`src/pkg/bra_cfg.svh`:
```
// Address map constants for the boot and remap address decoder
`ifndef BRA_CFG_SVH
`define BRA_CFG_SVH

// ----------------------------------------
// Bank decode on address bits 31..28
// ----------------------------------------
`define BRA_BANK_INT 4'h0
`define BRA_BANK_EXT_FIRST 4'h1
`define BRA_BANK_EXT_LAST 4'h7
`define BRA_BANK_PERIPH 4'hF

// ----------------------------------------
// Second level inside bank 0, bits 27..20
// ----------------------------------------
`define BRA_SUB_ALIAS 8'h00
`define BRA_SUB_ROM 8'h01
`define BRA_SUB_FIRST_SRAM 8'h02
`define BRA_SUB_SRAM1 8'h03
`define BRA_REGION_MASK 32'h000F_FFFF
`define BRA_ROM_SIZE 20'h0_8000
`define BRA_SRAM_SIZE 20'h0_1000

// ----------------------------------------
// Peripheral bank and system controller
// ----------------------------------------
`define BRA_SYSC_BASE 32'hFFFF_E800

// ----------------------------------------
// Static controller defaults for external boot
// ----------------------------------------
`define BRA_STATIC_WIDTH_16 2'h1
`define BRA_STATIC_WIDTH_RST 2'h0

`endif

```
`src/pkg/bra_pkg.sv`:
```
// Types shared by the boot and remap address decoder
package bra_pkg;
    typedef enum logic [2:0] {
        BRA_SLV_NONE,
        BRA_SLV_ROM,
        BRA_SLV_FIRST_SRAM,
        BRA_SLV_SRAM1,
        BRA_SLV_EXT,
        BRA_SLV_APB
    } bra_slave_t;

    typedef enum logic [1:0] {
        BRA_BS_FILL0,
        BRA_BS_FILL1,
        BRA_BS_LATCH,
        BRA_BS_DONE
    } bra_boot_state_t;
endpackage

```
`src/pkg/bra_dec_if.sv`:
```
// Per-master decode request and result bundle
`timescale 1ns/100ps
`default_nettype none
interface bra_dec_if;
    import bra_pkg::*;
    logic [31:0] addr;
    logic remap;
    logic boot_rom;
    logic [7:0] cs_sdram;
    bra_slave_t slave;
    logic [7:0] cs;
    logic sdram;
    logic sysc;
    logic abort;
    logic [31:0] local_addr;

    modport ctl (
        output addr, remap, boot_rom, cs_sdram,
        input slave, cs, sdram, sysc, abort, local_addr
    );
    modport dec (
        input addr, remap, boot_rom, cs_sdram,
        output slave, cs, sdram, sysc, abort, local_addr
    );
endinterface
`default_nettype wire

```
`src/logic/bra_decoder_top.sv`:
```
// First-level address decoder with boot select and remap
// How it works
// Top four address bits pick one of sixteen 256-Mbyte banks.
// Banks 1 to 7 go to the external port with their chip select.
// Bank 0 holds internal memories in 1-Mbyte second-level regions.
// Bank 15 goes to the peripheral bridge.
// Unoccupied regions answer with an abort.
// Every master has its own decoder; only processor masters see remap.
// For processor masters address zero maps to ROM, external or SRAM.
// After reset with boot pin high, ROM is seen at zero and at its 1-Mbyte base.
// Remap set puts the first 4K SRAM at zero for processors.
// Remap clear: boot pin high gives ROM at zero, low gives chip select 0.
// The first Mbyte is reserved for the boot alias.
// External boot gives static controller byte select, 16 bits, CS strobes.
// Each external chip select owns its own 256-Mbyte window.
// Chip selects 0 to 6 decoded, each assignable to static or SDRAM control.
// System controller decoded from 0xFFFFE800 to the top.
// Remap changes apply to the next request; clearing restores boot map.
`timescale 1ns/100ps
`default_nettype none
`include "bra_cfg.svh"
module bra_decoder_top
    import bra_pkg::*;
#(
    parameter int NUM_MASTERS = 2,
    parameter int NUM_PROC = 2
) (
    input wire logic SYS_CLK_IN,
    input wire logic RST_IN,
    input wire logic BOOT_MEMORY_SELECT_IN,
    input wire logic REMAP_IN,
    input wire logic [7:0] CS_SDRAM_ASSIGN_IN,
    input wire logic [NUM_MASTERS-1:0] REQ_IN,
    input wire logic [NUM_MASTERS-1:0][31:0] ADDR_IN,
    output logic BOOT_READY_OUT,
    output logic BOOT_FROM_ROM_OUT,
    output logic STATIC_MEM_CTRL_BYTE_SEL_OUT,
    output logic [1:0] STATIC_MEM_CTRL_WIDTH_OUT,
    output logic STATIC_MEM_CTRL_RW_CS_OUT,
    output logic [NUM_MASTERS-1:0] DEC_VALID_OUT,
    output logic [NUM_MASTERS-1:0][2:0] SLAVE_OUT,
    output logic [NUM_MASTERS-1:0][7:0] CS_OUT,
    output logic [NUM_MASTERS-1:0] SDRAM_OUT,
    output logic [NUM_MASTERS-1:0] SYSC_OUT,
    output logic [NUM_MASTERS-1:0] ABORT_OUT,
    output logic [NUM_MASTERS-1:0][31:0] LOCAL_ADDR_OUT
);

    // ----------------------------------------
    // Boot pin synchroniser and capture
    // ----------------------------------------
    logic boot_sel_sync1_reg;
    logic boot_sel_sync2_reg;
    bra_boot_state_t boot_state_reg;

    always_ff @(posedge SYS_CLK_IN or posedge RST_IN) begin
        if (RST_IN) begin
            boot_sel_sync1_reg <= 1'b0;
            boot_sel_sync2_reg <= 1'b0;
        end else begin
            boot_sel_sync1_reg <= BOOT_MEMORY_SELECT_IN;
            boot_sel_sync2_reg <= boot_sel_sync1_reg;
        end
    end

    always_ff @(posedge SYS_CLK_IN or posedge RST_IN) begin
        if (RST_IN) begin
            boot_state_reg <= BRA_BS_FILL0;
            BOOT_READY_OUT <= 1'b0;
            BOOT_FROM_ROM_OUT <= 1'b0;
        end else begin
            case (boot_state_reg)
                BRA_BS_FILL0: begin
                    boot_state_reg <= BRA_BS_FILL1;
                end
                BRA_BS_FILL1: begin
                    boot_state_reg <= BRA_BS_LATCH;
                end
                BRA_BS_LATCH: begin
                    BOOT_FROM_ROM_OUT <= boot_sel_sync2_reg;
                    BOOT_READY_OUT <= 1'b1;
                    boot_state_reg <= BRA_BS_DONE;
                end
                BRA_BS_DONE: begin
                    boot_state_reg <= BRA_BS_DONE;
                end
                default: begin
                    boot_state_reg <= BRA_BS_FILL0;
                end
            endcase
        end
    end

    // ----------------------------------------
    // Static controller boot defaults
    // ----------------------------------------
    always_ff @(posedge SYS_CLK_IN or posedge RST_IN) begin
        if (RST_IN) begin
            STATIC_MEM_CTRL_BYTE_SEL_OUT <= 1'b0;
            STATIC_MEM_CTRL_WIDTH_OUT <= `BRA_STATIC_WIDTH_RST;
            STATIC_MEM_CTRL_RW_CS_OUT <= 1'b0;
        end else if (boot_state_reg == BRA_BS_LATCH) begin
            STATIC_MEM_CTRL_BYTE_SEL_OUT <= !boot_sel_sync2_reg;
            STATIC_MEM_CTRL_RW_CS_OUT <= !boot_sel_sync2_reg;
            if (!boot_sel_sync2_reg) begin
                STATIC_MEM_CTRL_WIDTH_OUT <= `BRA_STATIC_WIDTH_16;
            end
        end
    end

    // ----------------------------------------
    // One decoder per master
    // ----------------------------------------
    for (genvar g = 0; g < NUM_MASTERS; g++) begin : gen_master
        bra_dec_if dif ();

        assign dif.addr = ADDR_IN[g];
        assign dif.remap = REMAP_IN;
        assign dif.boot_rom = BOOT_FROM_ROM_OUT;
        assign dif.cs_sdram = CS_SDRAM_ASSIGN_IN;

        bra_master_decode #(
            .IS_PROC(g < NUM_PROC)
        ) u_dec (
            .dif(dif.dec)
        );

        always_ff @(posedge SYS_CLK_IN or posedge RST_IN) begin
            if (RST_IN) begin
                DEC_VALID_OUT[g] <= 1'b0;
                SLAVE_OUT[g] <= 3'h0;
                CS_OUT[g] <= 8'h00;
                SDRAM_OUT[g] <= 1'b0;
                SYSC_OUT[g] <= 1'b0;
                ABORT_OUT[g] <= 1'b0;
                LOCAL_ADDR_OUT[g] <= 32'h0000_0000;
            end else begin
                DEC_VALID_OUT[g] <= REQ_IN[g] && BOOT_READY_OUT;
                if (REQ_IN[g] && BOOT_READY_OUT) begin
                    SLAVE_OUT[g] <= dif.slave;
                    CS_OUT[g] <= dif.cs;
                    SDRAM_OUT[g] <= dif.sdram;
                    SYSC_OUT[g] <= dif.sysc;
                    ABORT_OUT[g] <= dif.abort;
                    LOCAL_ADDR_OUT[g] <= dif.local_addr;
                end else begin
                    CS_OUT[g] <= 8'h00;
                    ABORT_OUT[g] <= 1'b0;
                end
            end
        end

        if (g < NUM_PROC) begin : gen_proc

        end
    end
endmodule
`default_nettype wire

```
`src/logic/bra_master_decode.sv`:
```
// Combinational address decoder for one bus master
`timescale 1ns/100ps
`default_nettype none
`include "bra_cfg.svh"
module bra_master_decode
    import bra_pkg::*;
#(
    parameter bit IS_PROC = 1'b1
) (
    bra_dec_if.dec dif
);
    logic [3:0] bank;
    logic [7:0] sub;
    logic [19:0] off;
    logic [2:0] cs_idx;

    assign bank = dif.addr[31:28];
    assign sub = dif.addr[27:20];
    assign off = dif.addr[19:0];
    assign cs_idx = 3'(bank - `BRA_BANK_EXT_FIRST);

    // ----------------------------------------
    // Bank and region decode
    // ----------------------------------------
    always_comb begin
        dif.slave = BRA_SLV_NONE;
        dif.cs = 8'h00;
        dif.sdram = 1'b0;
        dif.sysc = 1'b0;
        dif.abort = 1'b1;
        dif.local_addr = 32'h0000_0000;
        if (bank == `BRA_BANK_INT) begin
            dif.local_addr = dif.addr & `BRA_REGION_MASK;
            case (sub)
                `BRA_SUB_ALIAS: begin
                    // Boot alias at zero
                    if (IS_PROC && dif.remap) begin
                        if (off < `BRA_SRAM_SIZE) begin
                            dif.slave = BRA_SLV_FIRST_SRAM;
                            dif.abort = 1'b0;
                        end
                    end else if (dif.boot_rom) begin
                        if (off < `BRA_ROM_SIZE) begin
                            dif.slave = BRA_SLV_ROM;
                            dif.abort = 1'b0;
                        end
                    end else begin
                        dif.slave = BRA_SLV_EXT;
                        dif.cs = 8'h01;
                        dif.sdram = dif.cs_sdram[0];
                        dif.abort = 1'b0;
                    end
                end
                `BRA_SUB_ROM: begin
                    if (off < `BRA_ROM_SIZE) begin
                        dif.slave = BRA_SLV_ROM;
                        dif.abort = 1'b0;
                    end
                end
                `BRA_SUB_FIRST_SRAM: begin
                    if (off < `BRA_SRAM_SIZE) begin
                        dif.slave = BRA_SLV_FIRST_SRAM;
                        dif.abort = 1'b0;
                    end
                end
                `BRA_SUB_SRAM1: begin
                    if (off < `BRA_SRAM_SIZE) begin
                        dif.slave = BRA_SLV_SRAM1;
                        dif.abort = 1'b0;
                    end
                end
                default: begin
                    dif.slave = BRA_SLV_NONE;
                end
            endcase
        end else if (bank >= `BRA_BANK_EXT_FIRST &&
                     bank <= `BRA_BANK_EXT_LAST) begin
            dif.slave = BRA_SLV_EXT;
            dif.cs = 8'h01 << cs_idx;
            dif.sdram = dif.cs_sdram[cs_idx];
            dif.abort = 1'b0;
            dif.local_addr = {4'h0, dif.addr[27:0]};
        end else if (bank == `BRA_BANK_PERIPH) begin
            dif.slave = BRA_SLV_APB;
            dif.sysc = (dif.addr >= `BRA_SYSC_BASE);
            dif.abort = 1'b0;
            dif.local_addr = dif.addr;
        end
    end
endmodule
`default_nettype wire

```
`config.mk`:
```
export PLATFORM = sky130hd
export DESIGN_NAME = bra_decoder_top
export DESIGN_NICKNAME = d
export VERILOG_FILES = /design/src/pkg/bra_pkg.sv /design/src/pkg/bra_dec_if.sv /design/src/logic/bra_decoder_top.sv /design/src/logic/bra_master_decode.sv
export VERILOG_INCLUDE_DIRS = /design/src /design/src/pkg
export SDC_FILE = /design/constraint.sdc
export NUM_CORES = 1
export LEC_CHECK = 0
export BUFFER_PORTS_ARGS = -buffer_cell sky130_fd_sc_hd__buf_2
export CORE_ASPECT_RATIO = 0.5
export CORE_MARGIN = 4
export CORE_UTILIZATION = 50
export CTS_CLUSTER_SIZE = 20
export DETAILED_ROUTE_END_ITERATION = 6
export PLACE_DENSITY_LB_ADDON = 0.15
export SLEW_MARGIN = 20
export SYNTH_ARGS = -nofsm -noshare
export SYNTH_HDL_FRONTEND = slang
export SYNTH_SLANG_ARGS = --single-unit
```
`constraint.sdc`:
```
create_clock -name SYS_CLK_IN -period 6.23 [get_ports SYS_CLK_IN]
set_input_delay 0.623 -clock SYS_CLK_IN [delete_from_list [all_inputs] [get_ports SYS_CLK_IN]]
set_output_delay 0.623 -clock SYS_CLK_IN [all_outputs]
set_load 0.05 [all_outputs]
```
==> flow_summary.ini <==
[timing]
relSlewSlack_pct = 36.2
finalSetupViolations = 0
skew_ns = 0.00584
slew_viol_final = 0
rsz0062_at_grt = no
finalSetupTns_ns = 0
worstMarginPinSlew_ns = 0.956
hold_viol = 0
timing.fmax_ghz = 0.507
period_needed_ns = 1.97
fin_crit_sh_pct = 31.7

[clocking]
cts_resized = 0
path_clk_slew_ns = 0.07
cts.sinks = 102
hold_buffers = 0
htreeDepth = 3
clk_latency_ns = 0.34
cts_tree = built
numCtsBuffers = 9
clockBufferDepth = 2
clockRootBuffer = clkbuf_16
postCtsSetupBuffers = 0

[grt]
grt_pass1_wl_um = 18800
grt_max_degree = 58
grt_pass1_vias = 3702
grt_overflow = 0
antenna_found_initial = 0
grt_usage_pct = 22.3

[final_layout]
drive_above_1_share_pct = 32.7
layout_commonest_cell = buf_2
multi_input_area_um2 = 1870
top_regs = LOCAL_ADDR_OUT x64, CS_OUT x16, SLAVE_OUT x6
nets = 728
seqCellArea_um2 = 2550
areaGrowthSynthToFinish_pct = 29.2
top_register = LOCAL_ADDR_OUT
largest_reg_flops = 64
diodes = 0
design_area_um2 = 5880
n_fill_cell = 762
most-common-layout-cells = buf_2, nand2_1, dfrtp_1, o21ai_0, ha_1

[worst_setup_path]
cp.required_ns = 6.47
crit_arrival_ns = 2.21
worstRegToRegCells = 5
crit_chain = nand2_1 -> buf_4 -> inv_1 -> nand2_1 -> o21ai_0
endpoint_kind = flop
critPathKind = reg -> reg
timing.rr.start = BOOT_READY_OUT$_DFFE_PP0N_
slowest_delay_ns = 0.76
r2r_setup_slack_ns = 4.26
r2r-end = LOCAL_ADDR_OUT[58]$_DFFE_PP0P_
cp-start-kind = flop
crit_slowest_cell = inv_1
crit_family = buffers and inverters
cp_max_fo = 46
cp_common_cell = nand2_1
crit_buf_inv = 2

[placement]
hpwlAfterDp_um = 8780
gp_congestion = 0.829
place_area_um2 = 5540
io_buffers = 176

[pwr]
peakVddDrop_mv = 0.198
p_sw_w = 0.000526
p_per_area_nw_per_um2 = 290
internal_power_w = 0.00118
netSwitchingFraction_pct = 30.9
p_clk_share_pct = 36.9
comb_power_share_pct = 20.5
power_w = 0.00171
leakage_nw = 3.12
p_seq_share_pct = 42.5

[hold_path]
hp-class = in -> async

[yosys]
yosysWarnings = 0
synth_xor_area_share_pct = 0.192
synth_top_family_by_area = simple AND/OR/NAND/NOR gates
ys_seq_area_share_pct = 56.1
synth_nets = 558
ys.flop_type = dfrtp_1
synth_fa_ha_area_share_pct = 3.85
synthTopCellsByArea = dfrtp_1, nand2_1, o21ai_0
ys_ff_latch = 102
synthCells = 466
yosysTopAreaCell = dfrtp_1
synthSimpleGateAreaFrac_pct = 20.0
synth_edf_count = 0
synth-compound-area-share_pct = 13.7
async_reset_ff_share_pct = 100
ys_types = 48
synthMuxAreaShare_pct = 2.91
avgSynthCellArea_um2 = 9.77
synth_top_area_share_pct = 56.1
mappedNetlistArea_um2 = 4550

[die]
core_area_um2 = 8800
rows = 24
initial_core_util_pct = 51.7
ios = 178
chipWidth_um = 143
die_height_um = 75.5
dieArea_um2 = 10800

[status]
status = complete, no violations

[route]
viasPerCell = 5.35
first_pass_iters = 5
wire_per_inst_um = 15.9
routed_wl_um = 12000
via_count = 4053
drcViolationCount = 0
antenna_left = 0
dr.first_iter.drc_count = 242

[run]
cap_violations = 0
power by group through the flow:
stage / logic [W] / registers [W] / clock network, W
after floorplan: 0.0000954 / 0.000883 / 0
after global placement: 0.000349 / 0.000737 / 0
after detailed placement: 0.000353 / 0.000738 / 0
after CTS: 0.000353 / 0.000726 / 0.000642
after global routing: 0.000377 / 0.000731 / 0.000670
final: 0.000350 / 0.000726 / 0.000630
area by class of cell:
class	count	share of cell area, %
clock buffers	9	3.83
clock inverters	6	1.89
inverters	14	0.936
multi-input cells	328	31.8
flip-flops and latches	102	43.4
well taps	117	2.49
repair buffers	181	15.6
how the worst max path moves through the flow:
stage	startpoint	end	slack [ns]	depth (start not counted)
after global routing	BOOT_READY_OUT$_DFFE_PP0N_	SLAVE_OUT[5]$_DFFE_PP0P_	4.08	5
final	BOOT_READY_OUT$_DFFE_PP0N_	LOCAL_ADDR_OUT[58]$_DFFE_PP0P_	4.26	5
after detailed placement	ADDR_IN[18]	ABORT_OUT[0]$_DFF_PP0_	3.95	5
after global placement	REQ_IN[0]	SDRAM_OUT[0]$_DFFE_PP0P_	3.98	7
after CTS	BOOT_READY_OUT$_DFFE_PP0N_	LOCAL_ADDR_OUT[58]$_DFFE_PP0P_	4.26	5
after floorplan	RST_IN	ABORT_OUT[0]$_DFF_PP0_	2.93	1
cell families (layout without fill, tap and decap cells):
kind of cell | Yosys count | in the layout
AO/OA/AOI/OAI | 104 | 104
XOR/XNOR | 1 | 1
adder cells (fa/ha/maj) | 14 | 14
buffers and inverters | 36 | 210
flip-flops | 102 | 102
multiplexers | 8 | 8
other | 1 | 1
AND/OR/NAND/NOR | 200 | 200
synthesized netlist by cell type, types with 3 or more instances:
master,instances
nor2_1,13
and2_1,7
o21ai_0,55
inv_1,13
nor4_1,8
dfrtp_1,102
o31ai_1,5
nand3_1,7
a22o_1,4
nor3_1,7
nand4_1,7
and4_1,4
clkbuf_1,19
nand2_1,125
a21oi_1,8
a21o_1,7
o21ai_1,7
ha_1,14
mux4_2,4
nand2b_1,3
and3_1,7
nor2b_1,4
per-layer routing:
layer  routed length [um]  GRT usage, %  vias to the layer above
met5                    0             0                        -
li1                     -             -                     1941
met1                 5150          30.1                     1933
met3                 1130          6.96                        8
met4                   85          4.74                        0
met2                 5650          36.3                      171
stage by stage:
| step | utilization, % | std cells | hold slack (ns) | worst slack, ns |
|---|---|---|---|---|
| floorplan | - | 466 | 0.331 | 2.93 |
| global placement | 63.0 | 742 | 0.338 | 3.98 |
| detailed placement | 63.0 | 742 | 0.342 | 3.95 |
| CTS | 66.8 | 757 | 0.356 | 4.26 |
| global route | 66.8 | 757 | 0.382 | 4.08 |
| finish | 66.8 | 757 | 0.333 | 4.26 |
No activity file was read; power rests on OpenSTA's default activity.
